## config.mk

```make
export PLATFORM = sky130hd
export DESIGN_NAME = ccs_regs
export DESIGN_NICKNAME = d
export VERILOG_FILES = /design/src/ccs_pkg.sv /design/src/ccs_regs.sv
export SDC_FILE = /design/constraint.sdc
export NUM_CORES = 1
export LEC_CHECK = 0
export ABC_CLOCK_PERIOD_IN_PS = 3000
export BUFFER_PORTS_ARGS = -buffer_cell sky130_fd_sc_hd__buf_2
export CAP_MARGIN = 25
export CORE_MARGIN = 5
export CORE_UTILIZATION = 58
export CTS_CLUSTER_DIAMETER = 120
export DETAILED_ROUTE_END_ITERATION = 16
export PLACE_DENSITY = 0.84
export SYNTH_ARGS = -nofsm -noshare
export SYNTH_HDL_FRONTEND = slang
export SYNTH_SLANG_ARGS = --single-unit
```

## constraint.sdc

```tcl
create_clock -name clock_i -period 3 [get_ports clock_i]
set_clock_uncertainty 0.2 [all_clocks]
set_input_delay 0 -clock clock_i [delete_from_list [all_inputs] [get_ports clock_i]]
set_output_delay 0 -clock clock_i [all_outputs]
set_load 0.01 [all_outputs]
```

## src/ccs_pkg.sv

```systemverilog
// package: register map, reset values and carriers for the charger register bank
`default_nettype none
package ccs_pkg;
	// ---------------------------------------------------------------
	// register offsets
	// ---------------------------------------------------------------
	localparam logic [7:0] CCS_OFF_STATUS = 8'h00;
	localparam logic [7:0] CCS_OFF_CONTROL = 8'h01;
	localparam logic [7:0] CCS_OFF_VOLTAGE = 8'h02;
	localparam logic [7:0] CCS_OFF_IDENT = 8'h03;
	// ---------------------------------------------------------------
	// field positions
	// ---------------------------------------------------------------
	localparam int CCS_ST_PIN_BIT = 7;
	localparam int CCS_ST_IND_BIT = 6;
	localparam int CCS_CT_EOC_BIT = 3;
	localparam int CCS_CT_DIS_BIT = 2;
	localparam int CCS_CT_HZ_BIT = 1;
	localparam int CCS_CT_OPS_BIT = 0;
	localparam int CCS_VT_CODE_LSB = 2;
	localparam int CCS_VT_POL_BIT = 1;
	localparam int CCS_VT_EN_BIT = 0;
	// ---------------------------------------------------------------
	// reset values and limits
	// ---------------------------------------------------------------
	localparam logic CCS_IND_RST = 1'b1;
	localparam logic [7:0] CCS_CTRL_RST = 8'h30;
	localparam logic [7:0] CCS_VOLT_RST = 8'h0A;
	localparam logic [5:0] CCS_VCODE_MAX = 6'h32;
	localparam logic [6:0] CCS_I2C_ADDR = 7'h6A;
	// ---------------------------------------------------------------
	// carriers
	// ---------------------------------------------------------------
	typedef struct packed {
		logic [1:0] progress;
		logic boost;
		logic [2:0] fault;
	} ccs_chg_t;
	typedef struct packed {
		logic en;
		logic [7:0] addr;
		logic [7:0] data;
	} ccs_wr_t;
	typedef enum logic [2:0] {ST_IDLE, ST_ADDR, ST_PTR, ST_WRITE, ST_READ, ST_WAIT} ccs_state_t;
endpackage
`default_nettype wire

```

## src/ccs_regs.sv

```systemverilog
// design: charger control and status register bank behind an i2c target port
//
// Function
// - status bit 7 reads the live level of the boost request pin
// - status bit 6 enables the indicator pin function, resets to enabled
// - status bits 5:4 report ready, charging, complete or fault
// - status bit 3 reads 1 in boost mode, 0 otherwise and after reset
// - status bits 2:0 report the charge fault code
// - control bit 3 enables end-of-charge termination, resets disabled
// - control bit 2 disables the charger when 1, resets to 0
// - control bit 1 requests high-impedance mode when 1, resets to 0
// - control bit 0 selects boost when 1, charger when 0, resets charger
// - voltage bits 7:2 hold the regulation code, high codes saturate, reset 0x0A
// - voltage bit 0 enables host use of the request pin, resets 0
// - polarity bit sets the request pin active level, 1 high, 0 low
// - a boost fault clears the boost select bit
// - leaving high-impedance needs inhibit low, input above lockout, and request bit 0 or an active request pin
// - identification reads maker, part and revision codes, read-only
// - status reads indicator enable 1 and boost 0 after reset
// - control resets to 0x30, upper nibble unassigned
`timescale 1ns/1ps
`default_nettype none
module ccs_regs #(
	parameter logic [6:0] DEV_ADDR = ccs_pkg::CCS_I2C_ADDR,
	// identity values are arbitrary
	parameter logic [2:0] MAKER_CODE = 3'h7,
	parameter logic [1:0] PART_CODE = 2'h1,
	parameter logic [2:0] REV_CODE = 3'h0
) (
	// clock and reset
	input wire logic clock_i,
	input wire logic rst_i,
	// i2c target pins
	input wire logic scl_i,
	input wire logic sda_i,
	output logic sda_o,
	output logic sda_oe_o,
	// device pins
	input wire logic boost_req_pin_i,
	input wire logic charge_inhibit_pin_i,
	// charger state
	input wire ccs_pkg::ccs_chg_t chg_state_i,
	input wire logic boost_fault_i,
	input wire logic input_above_uvlo_i,
	// control outputs
	output logic indicator_enable_o,
	output logic end_of_charge_enable_o,
	output logic charger_disable_o,
	output logic high_impedance_request_o,
	output logic high_impedance_mode_o,
	output logic operation_select_o,
	output logic [5:0] charge_voltage_code_o,
	output logic request_pin_polarity_o,
	output logic request_pin_enable_o,
	output logic boost_enable_o
);
	import ccs_pkg::*;

	// ---------------------------------------------------------------
	// pin synchronisers
	// ---------------------------------------------------------------
	localparam int NPIN = 4;
	logic [NPIN-1:0] pin_raw;
	logic [NPIN-1:0] pin_s1;
	logic [NPIN-1:0] pin_s2;
	logic [NPIN-1:0] pin_s3;
	logic [NPIN-1:0] pin_f;
	logic [NPIN-1:0] pin_q;
	assign pin_raw = {charge_inhibit_pin_i, boost_req_pin_i, sda_i, scl_i};

	genvar g;
	generate
		for (g = 0; g < NPIN; g++) begin : g_sync
			always_ff @(posedge clock_i or posedge rst_i) begin
				if (rst_i) begin
					pin_s1[g] <= 1'b1;
					pin_s2[g] <= 1'b1;
					pin_s3[g] <= 1'b1;
					pin_f[g] <= 1'b1;
					pin_q[g] <= 1'b1;
				end else begin
					pin_s1[g] <= pin_raw[g];
					pin_s2[g] <= pin_s1[g];
					pin_s3[g] <= pin_s2[g];
					if (pin_s2[g] == pin_s3[g]) begin
						pin_f[g] <= pin_s3[g];
					end
					pin_q[g] <= pin_f[g];
				end
			end
		end
	endgenerate

	wire scl_f = pin_f[0];
	wire sda_f = pin_f[1];
	wire req_pin_f = pin_f[2];
	wire inhibit_f = pin_f[3];
	wire scl_rise = scl_f & ~pin_q[0];
	wire scl_fall = ~scl_f & pin_q[0];
	wire bus_start = scl_f & pin_q[0] & pin_q[1] & ~sda_f;
	wire bus_stop = scl_f & pin_q[0] & ~pin_q[1] & sda_f;

	// ---------------------------------------------------------------
	// i2c target engine
	// ---------------------------------------------------------------
	ccs_state_t state;
	ccs_state_t next_state;
	logic [3:0] bit_cnt;
	logic [7:0] shift;
	logic [7:0] ptr;
	logic ack_phase;
	logic sda_drive;
	logic rw;
	logic [7:0] rd_byte;
	ccs_wr_t wr;

	wire byte_done = scl_fall & ~ack_phase & (bit_cnt == 4'h8);
	wire addr_hit = (shift[7:1] == DEV_ADDR);
	wire ack_end = scl_fall & ack_phase;
	wire master_ack = scl_rise & ack_phase & (state == ST_READ) & ~sda_f;
	wire master_nack = scl_rise & ack_phase & (state == ST_READ) & sda_f;
	assign wr = '{en: byte_done & (state == ST_WRITE) & ~bus_start & ~bus_stop, addr: ptr, data: shift};

	always_comb begin
		next_state = state;
		if (bus_start) begin
			next_state = ST_ADDR;
		end else if (bus_stop) begin
			next_state = ST_IDLE;
		end else if (master_nack) begin
			next_state = ST_WAIT;
		end else if (byte_done && state == ST_ADDR && !addr_hit) begin
			next_state = ST_WAIT;
		end else if (ack_end) begin
			unique case (state)
				ST_ADDR: next_state = rw ? ST_READ : ST_PTR;
				ST_PTR: next_state = ST_WRITE;
				ST_IDLE, ST_WRITE, ST_READ, ST_WAIT: next_state = state;
			endcase
		end
	end

	always_ff @(posedge clock_i or posedge rst_i) begin
		if (rst_i) begin
			state <= ST_IDLE;
		end else begin
			state <= next_state;
		end
	end

	always_ff @(posedge clock_i or posedge rst_i) begin
		if (rst_i) begin
			bit_cnt <= 4'h0;
			shift <= 8'h00;
			ack_phase <= 1'b0;
			sda_drive <= 1'b0;
			rw <= 1'b0;
		end else if (bus_start || bus_stop) begin
			bit_cnt <= 4'h0;
			ack_phase <= 1'b0;
			sda_drive <= 1'b0;
		end else if (scl_rise && !ack_phase) begin
			bit_cnt <= bit_cnt + 4'h1;
			if (state != ST_READ) begin
				shift <= {shift[6:0], sda_f};
			end
		end else if (ack_end) begin
			ack_phase <= 1'b0;
			bit_cnt <= 4'h0;
			sda_drive <= 1'b0;
			if (next_state == ST_READ) begin
				shift <= rd_byte;
				sda_drive <= ~rd_byte[7];
			end
		end else if (byte_done) begin
			ack_phase <= (state == ST_READ) || (state != ST_WAIT && state != ST_IDLE &&
				(state != ST_ADDR || addr_hit));
			sda_drive <= (state != ST_READ) && (state != ST_WAIT) && (state != ST_IDLE) &&
				(state != ST_ADDR || addr_hit);
			if (state == ST_ADDR) begin
				rw <= shift[0];
			end
		end else if (scl_fall && state == ST_READ && !ack_phase) begin
			shift <= {shift[6:0], 1'b0};
			sda_drive <= ~shift[6];
		end
	end

	// pointer loads from the second byte and advances per acknowledged byte
	always_ff @(posedge clock_i or posedge rst_i) begin
		if (rst_i) begin
			ptr <= 8'h00;
		end else if (byte_done && state == ST_PTR) begin
			ptr <= shift;
		end else if (wr.en || master_ack) begin
			ptr <= ptr + 8'h01;
		end
	end

	assign sda_o = 1'b0;
	assign sda_oe_o = sda_drive;

	// ---------------------------------------------------------------
	// register storage
	// ---------------------------------------------------------------
	logic ind_en;
	logic [3:0] ctrl;
	logic [7:0] volt;
	wire wr_status = wr.en & (wr.addr == CCS_OFF_STATUS);
	wire wr_control = wr.en & (wr.addr == CCS_OFF_CONTROL);
	wire wr_voltage = wr.en & (wr.addr == CCS_OFF_VOLTAGE);

	always_ff @(posedge clock_i or posedge rst_i) begin
		if (rst_i) begin
			ind_en <= CCS_IND_RST;
		end else if (wr_status) begin
			ind_en <= wr.data[CCS_ST_IND_BIT];
		end
	end

	// only the low nibble is stored, the rest of the byte is dropped
	always_ff @(posedge clock_i or posedge rst_i) begin
		if (rst_i) begin
			ctrl <= CCS_CTRL_RST[3:0];
		end else begin
			if (wr_control) begin
				ctrl <= wr.data[3:0];
			end
			if (boost_fault_i) begin
				ctrl[CCS_CT_OPS_BIT] <= 1'b0;
			end
		end
	end

	always_ff @(posedge clock_i or posedge rst_i) begin
		if (rst_i) begin
			volt <= CCS_VOLT_RST;
		end else if (wr_voltage) begin
			volt <= wr.data;
		end
	end

	// ---------------------------------------------------------------
	// read data
	// ---------------------------------------------------------------
	wire [7:0] status_rd = {req_pin_f, ind_en, chg_state_i.progress, chg_state_i.boost,
		chg_state_i.fault};
	wire [7:0] control_rd = {CCS_CTRL_RST[7:4], ctrl};
	wire [7:0] ident_rd = {MAKER_CODE, PART_CODE, REV_CODE};
	assign rd_byte = (ptr == CCS_OFF_STATUS) ? status_rd :
		(ptr == CCS_OFF_CONTROL) ? control_rd :
		(ptr == CCS_OFF_VOLTAGE) ? volt :
		(ptr == CCS_OFF_IDENT) ? ident_rd : 8'h00;

	// ---------------------------------------------------------------
	// control outputs
	// ---------------------------------------------------------------
	wire [5:0] vcode = volt[7:CCS_VT_CODE_LSB];
	wire req_active = volt[CCS_VT_EN_BIT] & (req_pin_f == volt[CCS_VT_POL_BIT]);
	assign indicator_enable_o = ind_en;
	assign end_of_charge_enable_o = ctrl[CCS_CT_EOC_BIT];
	assign charger_disable_o = ctrl[CCS_CT_DIS_BIT];
	assign high_impedance_request_o = ctrl[CCS_CT_HZ_BIT];
	assign operation_select_o = ctrl[CCS_CT_OPS_BIT];
	assign charge_voltage_code_o = (vcode > CCS_VCODE_MAX) ? CCS_VCODE_MAX : vcode;
	assign request_pin_polarity_o = volt[CCS_VT_POL_BIT];
	assign request_pin_enable_o = volt[CCS_VT_EN_BIT];
	assign boost_enable_o = (ctrl[CCS_CT_OPS_BIT] & ~ctrl[CCS_CT_HZ_BIT]) | req_active;
	assign high_impedance_mode_o = inhibit_f | ~input_above_uvlo_i |
		(ctrl[CCS_CT_HZ_BIT] & ~req_active);
endmodule
`default_nettype wire

```

After elaboration in Yosys (flattened, before gate mapping)

Index checks and enable logic that the tools add are counted.

Word-level logic and storage cells: 162
Input bits: 14
Register bits: 57
Output and inout port bits: 17

Muxes and demuxes: 35
Bitwise operators: 41
Add/sub/neg operators: 2
$lt $le $gt $ge: 1
Reductions and logical operators: 31
Eq/ne operators: 23

Operator list:

| kind                | count |
|---|---|
| $mux 8              | 12 |
| $and 1x1->1         | 23 |
| $mux 3              | 6 |
| $eq 8x2->1 const B  | 2 |
| $not 1->1           | 15 |
| $mux 1              | 12 |
| $mux 4              | 3 |
| $reduce_bool 3->1   | 4 |
| $logic_and 1x1->1   | 11 |
| $reduce_and 5->1    | 2 |
| $eq 3x3->1 const B  | 3 |
| $ne 3x1->1 const B  | 3 |
| $pmux 3 s3          | 1 |
| $add 8x1->8 const B | 1 |
| $eq 8x1->1 const B  | 1 |
| $logic_not 8->1     | 1 |
| $eq 7x7->1 const B  | 1 |
| $eq 3x2->1 const B  | 2 |
| $gt 6x6->1 const B  | 1 |
| $mux 6              | 1 |
| $ne 3x3->1 const B  | 2 |
| $eq 1x1->1          | 5 |
| $add 4x1->4 const B | 1 |
| $eq 4x4->1 const B  | 1 |
| other kinds (11)    | 19 |

Logic depth before layout (Yosys ltp)

Word-level depth: 15
Depth in mapped cells: 8

Worst setup path before layout

Ideal clock, no wire load.

Kind: register to register
From: register ptr[0]
To: register shift[7]
Data required time: 2.675 ns
Period minus slack after synthesis: 2.205 ns
Cell stages (with the launch flop): 8
Data arrival time: 1.880 ns
Slack: 0.795 ns
Library setup time: 0.125 ns
Path through: dfrtp_1 -> inv_1 -> ha_1 -> clkbuf_1 -> mux2_2 -> a22o_1 -> a22o_1 -> mux2_2

Longest elaborated chain between the ends: 8

Ends and longest elaborated chain:

| item                   | line            | source |
|---|---|---|
| from (decl)            | ccs_regs.sv:110 | `logic [7:0] ptr;` |
| from (signal assigned) | ccs_regs.sv:194 | `ptr <= shift;` |
| from (signal assigned) | ccs_regs.sv:196 | `ptr <= ptr + 8'h01;` |
| $eq 8x2->1             | ccs_regs.sv:253 | `(ptr == CCS_OFF_IDENT) ? ident_rd : 8'h00;` |
| $mux 8                 | ccs_regs.sv:253 |  |
| $mux 8                 | ccs_regs.sv:252 | `(ptr == CCS_OFF_VOLTAGE) ? volt :` |
| $mux 8                 | ccs_regs.sv:251 | `(ptr == CCS_OFF_CONTROL) ? control_rd :` |
| $mux 8 (*)             | ccs_regs.sv:250 | `assign rd_byte = (ptr == CCS_OFF_STATUS) ? status_rd :` |
| $mux 8 (*)             | ccs_regs.sv:171 | `if (next_state == ST_READ) begin` |
| $mux 8 (*)             | ccs_regs.sv:167 | `end else if (ack_end) begin` |
| $mux 8 (*)             | ccs_regs.sv:162 | `end else if (scl_rise && !ack_phase) begin` |
| to (signal assigned)   | ccs_regs.sv:165 | `shift <= {shift[6:0], sda_f};` |
| to (signal assigned)   | ccs_regs.sv:172 | `shift <= rd_byte;` |
| to (signal assigned)   | ccs_regs.sv:184 | `shift <= {shift[6:0], 1'b0};` |
| to (decl)              | ccs_regs.sv:109 | `logic [7:0] shift;` |

Mark *: on every way between the ends. The rest lies on a longest branch, timed or not. The select of a mux whose other input is x is not followed.
A chain may end at the register's enable or synchronous reset.

Final worst setup path

From: register state[1]
To: register shift[0]

Longest elaborated chain between the ends: 11

Ends and longest elaborated chain:

| item                                     | line                                              | source |
|---|---|---|
| from (decl)                              | ccs_regs.sv:106                                   | `ccs_state_t state;` |
| from (signal assigned)                   | ccs_regs.sv:147                                   | `state <= next_state;` |
| $eq 3x3->1, or another cell as far along | ccs_regs.sv:121, ccs_regs.sv:135, ccs_regs.sv:183 |  |
| $reduce_or 4->1                          | ccs_regs.sv:135                                   | `unique case (state)` |
| $pmux 3 s3                               | ccs_regs.sv:135                                   |  |
| $mux 3                                   | ccs_regs.sv:134                                   | `end else if (ack_end) begin` |
| $mux 3                                   | ccs_regs.sv:132                                   | `end else if (byte_done && state == ST_ADDR && !addr_hit) begin` |
| $mux 3                                   | ccs_regs.sv:130                                   | `end else if (master_nack) begin` |
| $mux 3                                   | ccs_regs.sv:128                                   | `end else if (bus_stop) begin` |
| $mux 3                                   | ccs_regs.sv:126                                   | `if (bus_start) begin` |
| $eq 3x3->1                               | ccs_regs.sv:171                                   |  |
| $ne 3x1->1 (no line)                     | --                                                |  |
| $reduce_and 5->1 (no line) (*)           | --                                                |  |

Mark *: on every way between the ends. The rest lies on a longest branch, timed or not.

==> results.py <==
metrics = {
    "worst_setup_path": {
        "critPathCaptureType": "flop",
        "worst_path_largest_cell_delay_ns": 0.53,
        "worst_ep_required_time_ns": 3.02,
        "start_kind": "flop",
        "crit_slowest_cell": "dfrtp_1",
        "cp_cell_sequence": "nor3b_4, a211oi_1, a211oi_1, or2_1, mux2_2",
        "critical_path_class": "reg2reg",
        "arrival_ns": 2.33,
        "critPathMaxFanout": 14,
        "cpMostUsedCell": "a211oi_1",
    },
    "clocking": {
        "clockBufferDepth": 2,
        "root_buffer": "clkbuf_8",
        "ctsResizeCount": 0,
        "cts_tree": "built",
        "cts.sinks": 57,
        "cts.clk_slew.worst_paths_ns": 0.05,
        "cts_setup_buffers": 0,
        "clkLatencyLatePin_ns": 0.34,
        "h-tree-depth": 3,
        "cts-buffers-inserted": 9,
    },
    "synth": {
        "synthTopCellsByCount": "dfrtp_1 (36), nand2_1 (34), o21ai_0 (23)",
        "synth-seq-cells": 57,
        "synthCells": 292,
        "ys_warn_count": 0,
        "synth_flop_cell": "dfrtp_1",
        "synth.net_count": 312,
        "synth-xor-area-share_pct": 2.07,
        "synth.top_cell.area_share_pct": 30.4,
        "synth_mux_area_share_pct": 9.36,
        "yosysMostFrequentCell": "dfrtp_1",
        "async_flop_share_pct": 100,
        "yosys.area.top_type": "dfrtp_1",
        "synth-compound-area-share_pct": 14.5,
        "postSynthAreaPerCell_sq_um": 10.2,
        "synth_top_family_by_area": "simple AND/OR/NAND/NOR gates",
        "synth_fa_ha_area_share_pct": 3.88,
        "ys_seq_area_share_pct": 49.0,
        "syn_area_sq_um": 2970,
        "synthSimpleGateAreaFrac_pct": 18.1,
        "ys_top_cells_by_area": "dfrtp_1 (30%), dfstp_2 (19%), mux2_2 (8.4%)",
        "synth_edf_count": 0,
        "post_synth_num_cell_types": 60,
    },
    "floorplan": {
        "core_sq_um": 5040,
        "die_y_um": 81.5,
        "io_pins": 31,
        "initial_utilization_pct": 58.8,
        "die_area_sq_um": 6640,
        "die_w_um": 81.5,
        "rows": 26,
    },
    "drt": {
        "drt_iter0_markers": 163,
        "ant_nets": 0,
        "vias_per_cell": 5.75,
        "avgRoutedWirePerCell_um": 15.6,
        "firstDrtPassIters": 4,
        "wl_um": 6350,
        "drc": 0,
        "num_vias": 2339,
    },
    "placed_design": {
        "dp_hpwl_um": 4420,
        "dpl.cell_count": 380,
        "port_buffers": 29,
        "pre_cts_slack_ns": 0.747,
        "gp_congestion": 0.885,
    },
    "cells_and_area": {
        "fillerInstances": 389,
        "final_nets": 353,
        "syn_to_final_growth_pct": 16.9,
        "instances_no_fill": 407,
        "antenna_cells": 0,
        "layout-drive-gt1-share_pct": 28.8,
    },
    "sta": {
        "tns_ns": 0,
        "layout_worst_path_cycle_share_pct": 77.0,
        "hold_violations": 0,
        "setup_ws_ns": 0.691,
        "rsz0062_at_grt": "no",
        "min_period_ns": 2.31,
        "setup_viol_count_final": 0,
        "fmax_ghz": 0.433,
        "holdWs_ns": 0.0678,
        "finalMaxSlewViolations": 0,
    },
    "pwr": {
        "peakVddDrop_mv": 0.479,
        "leakage_nw": 1.52,
        "pwr_density_cell_nw_per_um2": 616,
    },
    "global_routing": {
        "grt_max_degree": 39,
        "grt_pass1_wl_um": 10800,
        "grt-ovfl-total": 0,
        "grt_pass1_vias": 2220,
        "antenna_found_initial": 0,
        "grt_use_total_pct": 21.8,
    },
    "run": {
        "cap_violations": 0,
    },
    "status": {
        "outcome": "finished, final reports clean",
    },
    "worst_hold_path": {
        "hp-class": "in2out",
    },
}
## cell usage in the layout, fill, tap and decap left out, types with 5 or more instances in the layout
master and instances:
inv_1 8, nand2_1 34, clkbuf_8 10, dfstp_2 21
nand2b_1 5, nand3_1 8, a21oi_1 12, a31oi_1 6
buf_2 29, a22o_1 5, nor2_1 18, xnor2_1 6
dlygate4sd3_1 12, o21ai_0 23, mux2_2 22, dfrtp_1 36
ha_1 6
## worst max-delay path: cells and delay by family, from the launching register on
kind	cells	cell delay, ns
AOI/OAI and AO/OA	2	0.37
DFF	1	0.53
muxes	1	0.38
and+or+nand+nor	2	0.71
## metal layers
| layer | GRT usage, % | up-vias | wire length [um] |
|---|---|---|---|
| met5 | 0 | - | 0 |
| met1 | 29.3 | 1137 | 2770 |
| li1 | - | 1113 | - |
| met4 | 9.12 | 0 | 131 |
| met2 | 33.1 | 75 | 3040 |
| met3 | 6.36 | 14 | 408 |
## layout make-up
cell class                 count  area (sq um)  share of cell area, %
tap                           70          87.6                   2.53
inverter                       9          33.8                  0.974
clock buffer                  14           153                   4.40
multi-input combinational    212          1420                   41.0
timing repair buffer          44           288                   8.30
sequential                    57          1450                   41.9
clock inverter                 1          30.0                  0.866
## sequential cells by signal, summed over array words and instances, names as in the netlist, 2 cells and up
register	count
pin_s1	4
shift	8
volt	8
ptr	8
ctrl	4
state	3
pin_s2	4
pin_s3	4
bit_cnt	4
pin_q	2
## power by group
part	total (mW)	internal [mW]	switching [mW]
Sequential	1.03	0.879	0.148
Clock	0.678	0.403	0.275
Combinational	0.431	0.214	0.217
## final timing paths
kind / start / to / slack, ns / depth (start not counted)
max in group asynchronous: rst_i / pin_s3[0]$_DFF_PP1_ / 1.19 / 5
max: state[1]$_DFF_PP0_ / shift[0]$_DFFE_PP0P_ / 0.69 / 5
min in group asynchronous: rst_i / volt[0]$_DFFE_PP0P_ / 0.56 / 4
min: input_above_uvlo_i / high_impedance_mode_o / 0.07 / 3
max reg2reg: state[1]$_DFF_PP0_ / shift[0]$_DFFE_PP0P_ / 0.69 / 5
min reg2reg: pin_s1[1]$_DFF_PP1_ / pin_s2[1]$_DFF_PP1_ / 0.16 / 0
## kinds of logic (layout without fill, tap and decap cells)
| kind of cell | count (synthesis) | in the layout |
|---|---|---|
| xor gates and xnor gates | 7 | 7 |
| muxes | 25 | 25 |
| AOI/OAI and AO/OA | 68 | 68 |
| and+or+nand+nor | 101 | 101 |
| DFF | 57 | 57 |
| other | 1 | 1 |
| buffers and inverters | 23 | 68 |
| adders and majority gates | 10 | 10 |
## repair_timing
item                                   CTS  global route
hold buffers                            12             0
endpoints found under the hold margin   57             0
setup endpoints to repair                0             0
## through the flow
stage          util (%)  power (mW)  area (sq um)
2_1_floorplan         -        1.31          2970
3_3_place_gp       62.8        1.43          3160
3_5_place_dp       62.8        1.45          3160
4_1_cts            68.8        2.15          3470
5_1_grt            68.8        2.27          3470
6_report           68.8        2.14          3470
(Power assumes the default switching activity.)
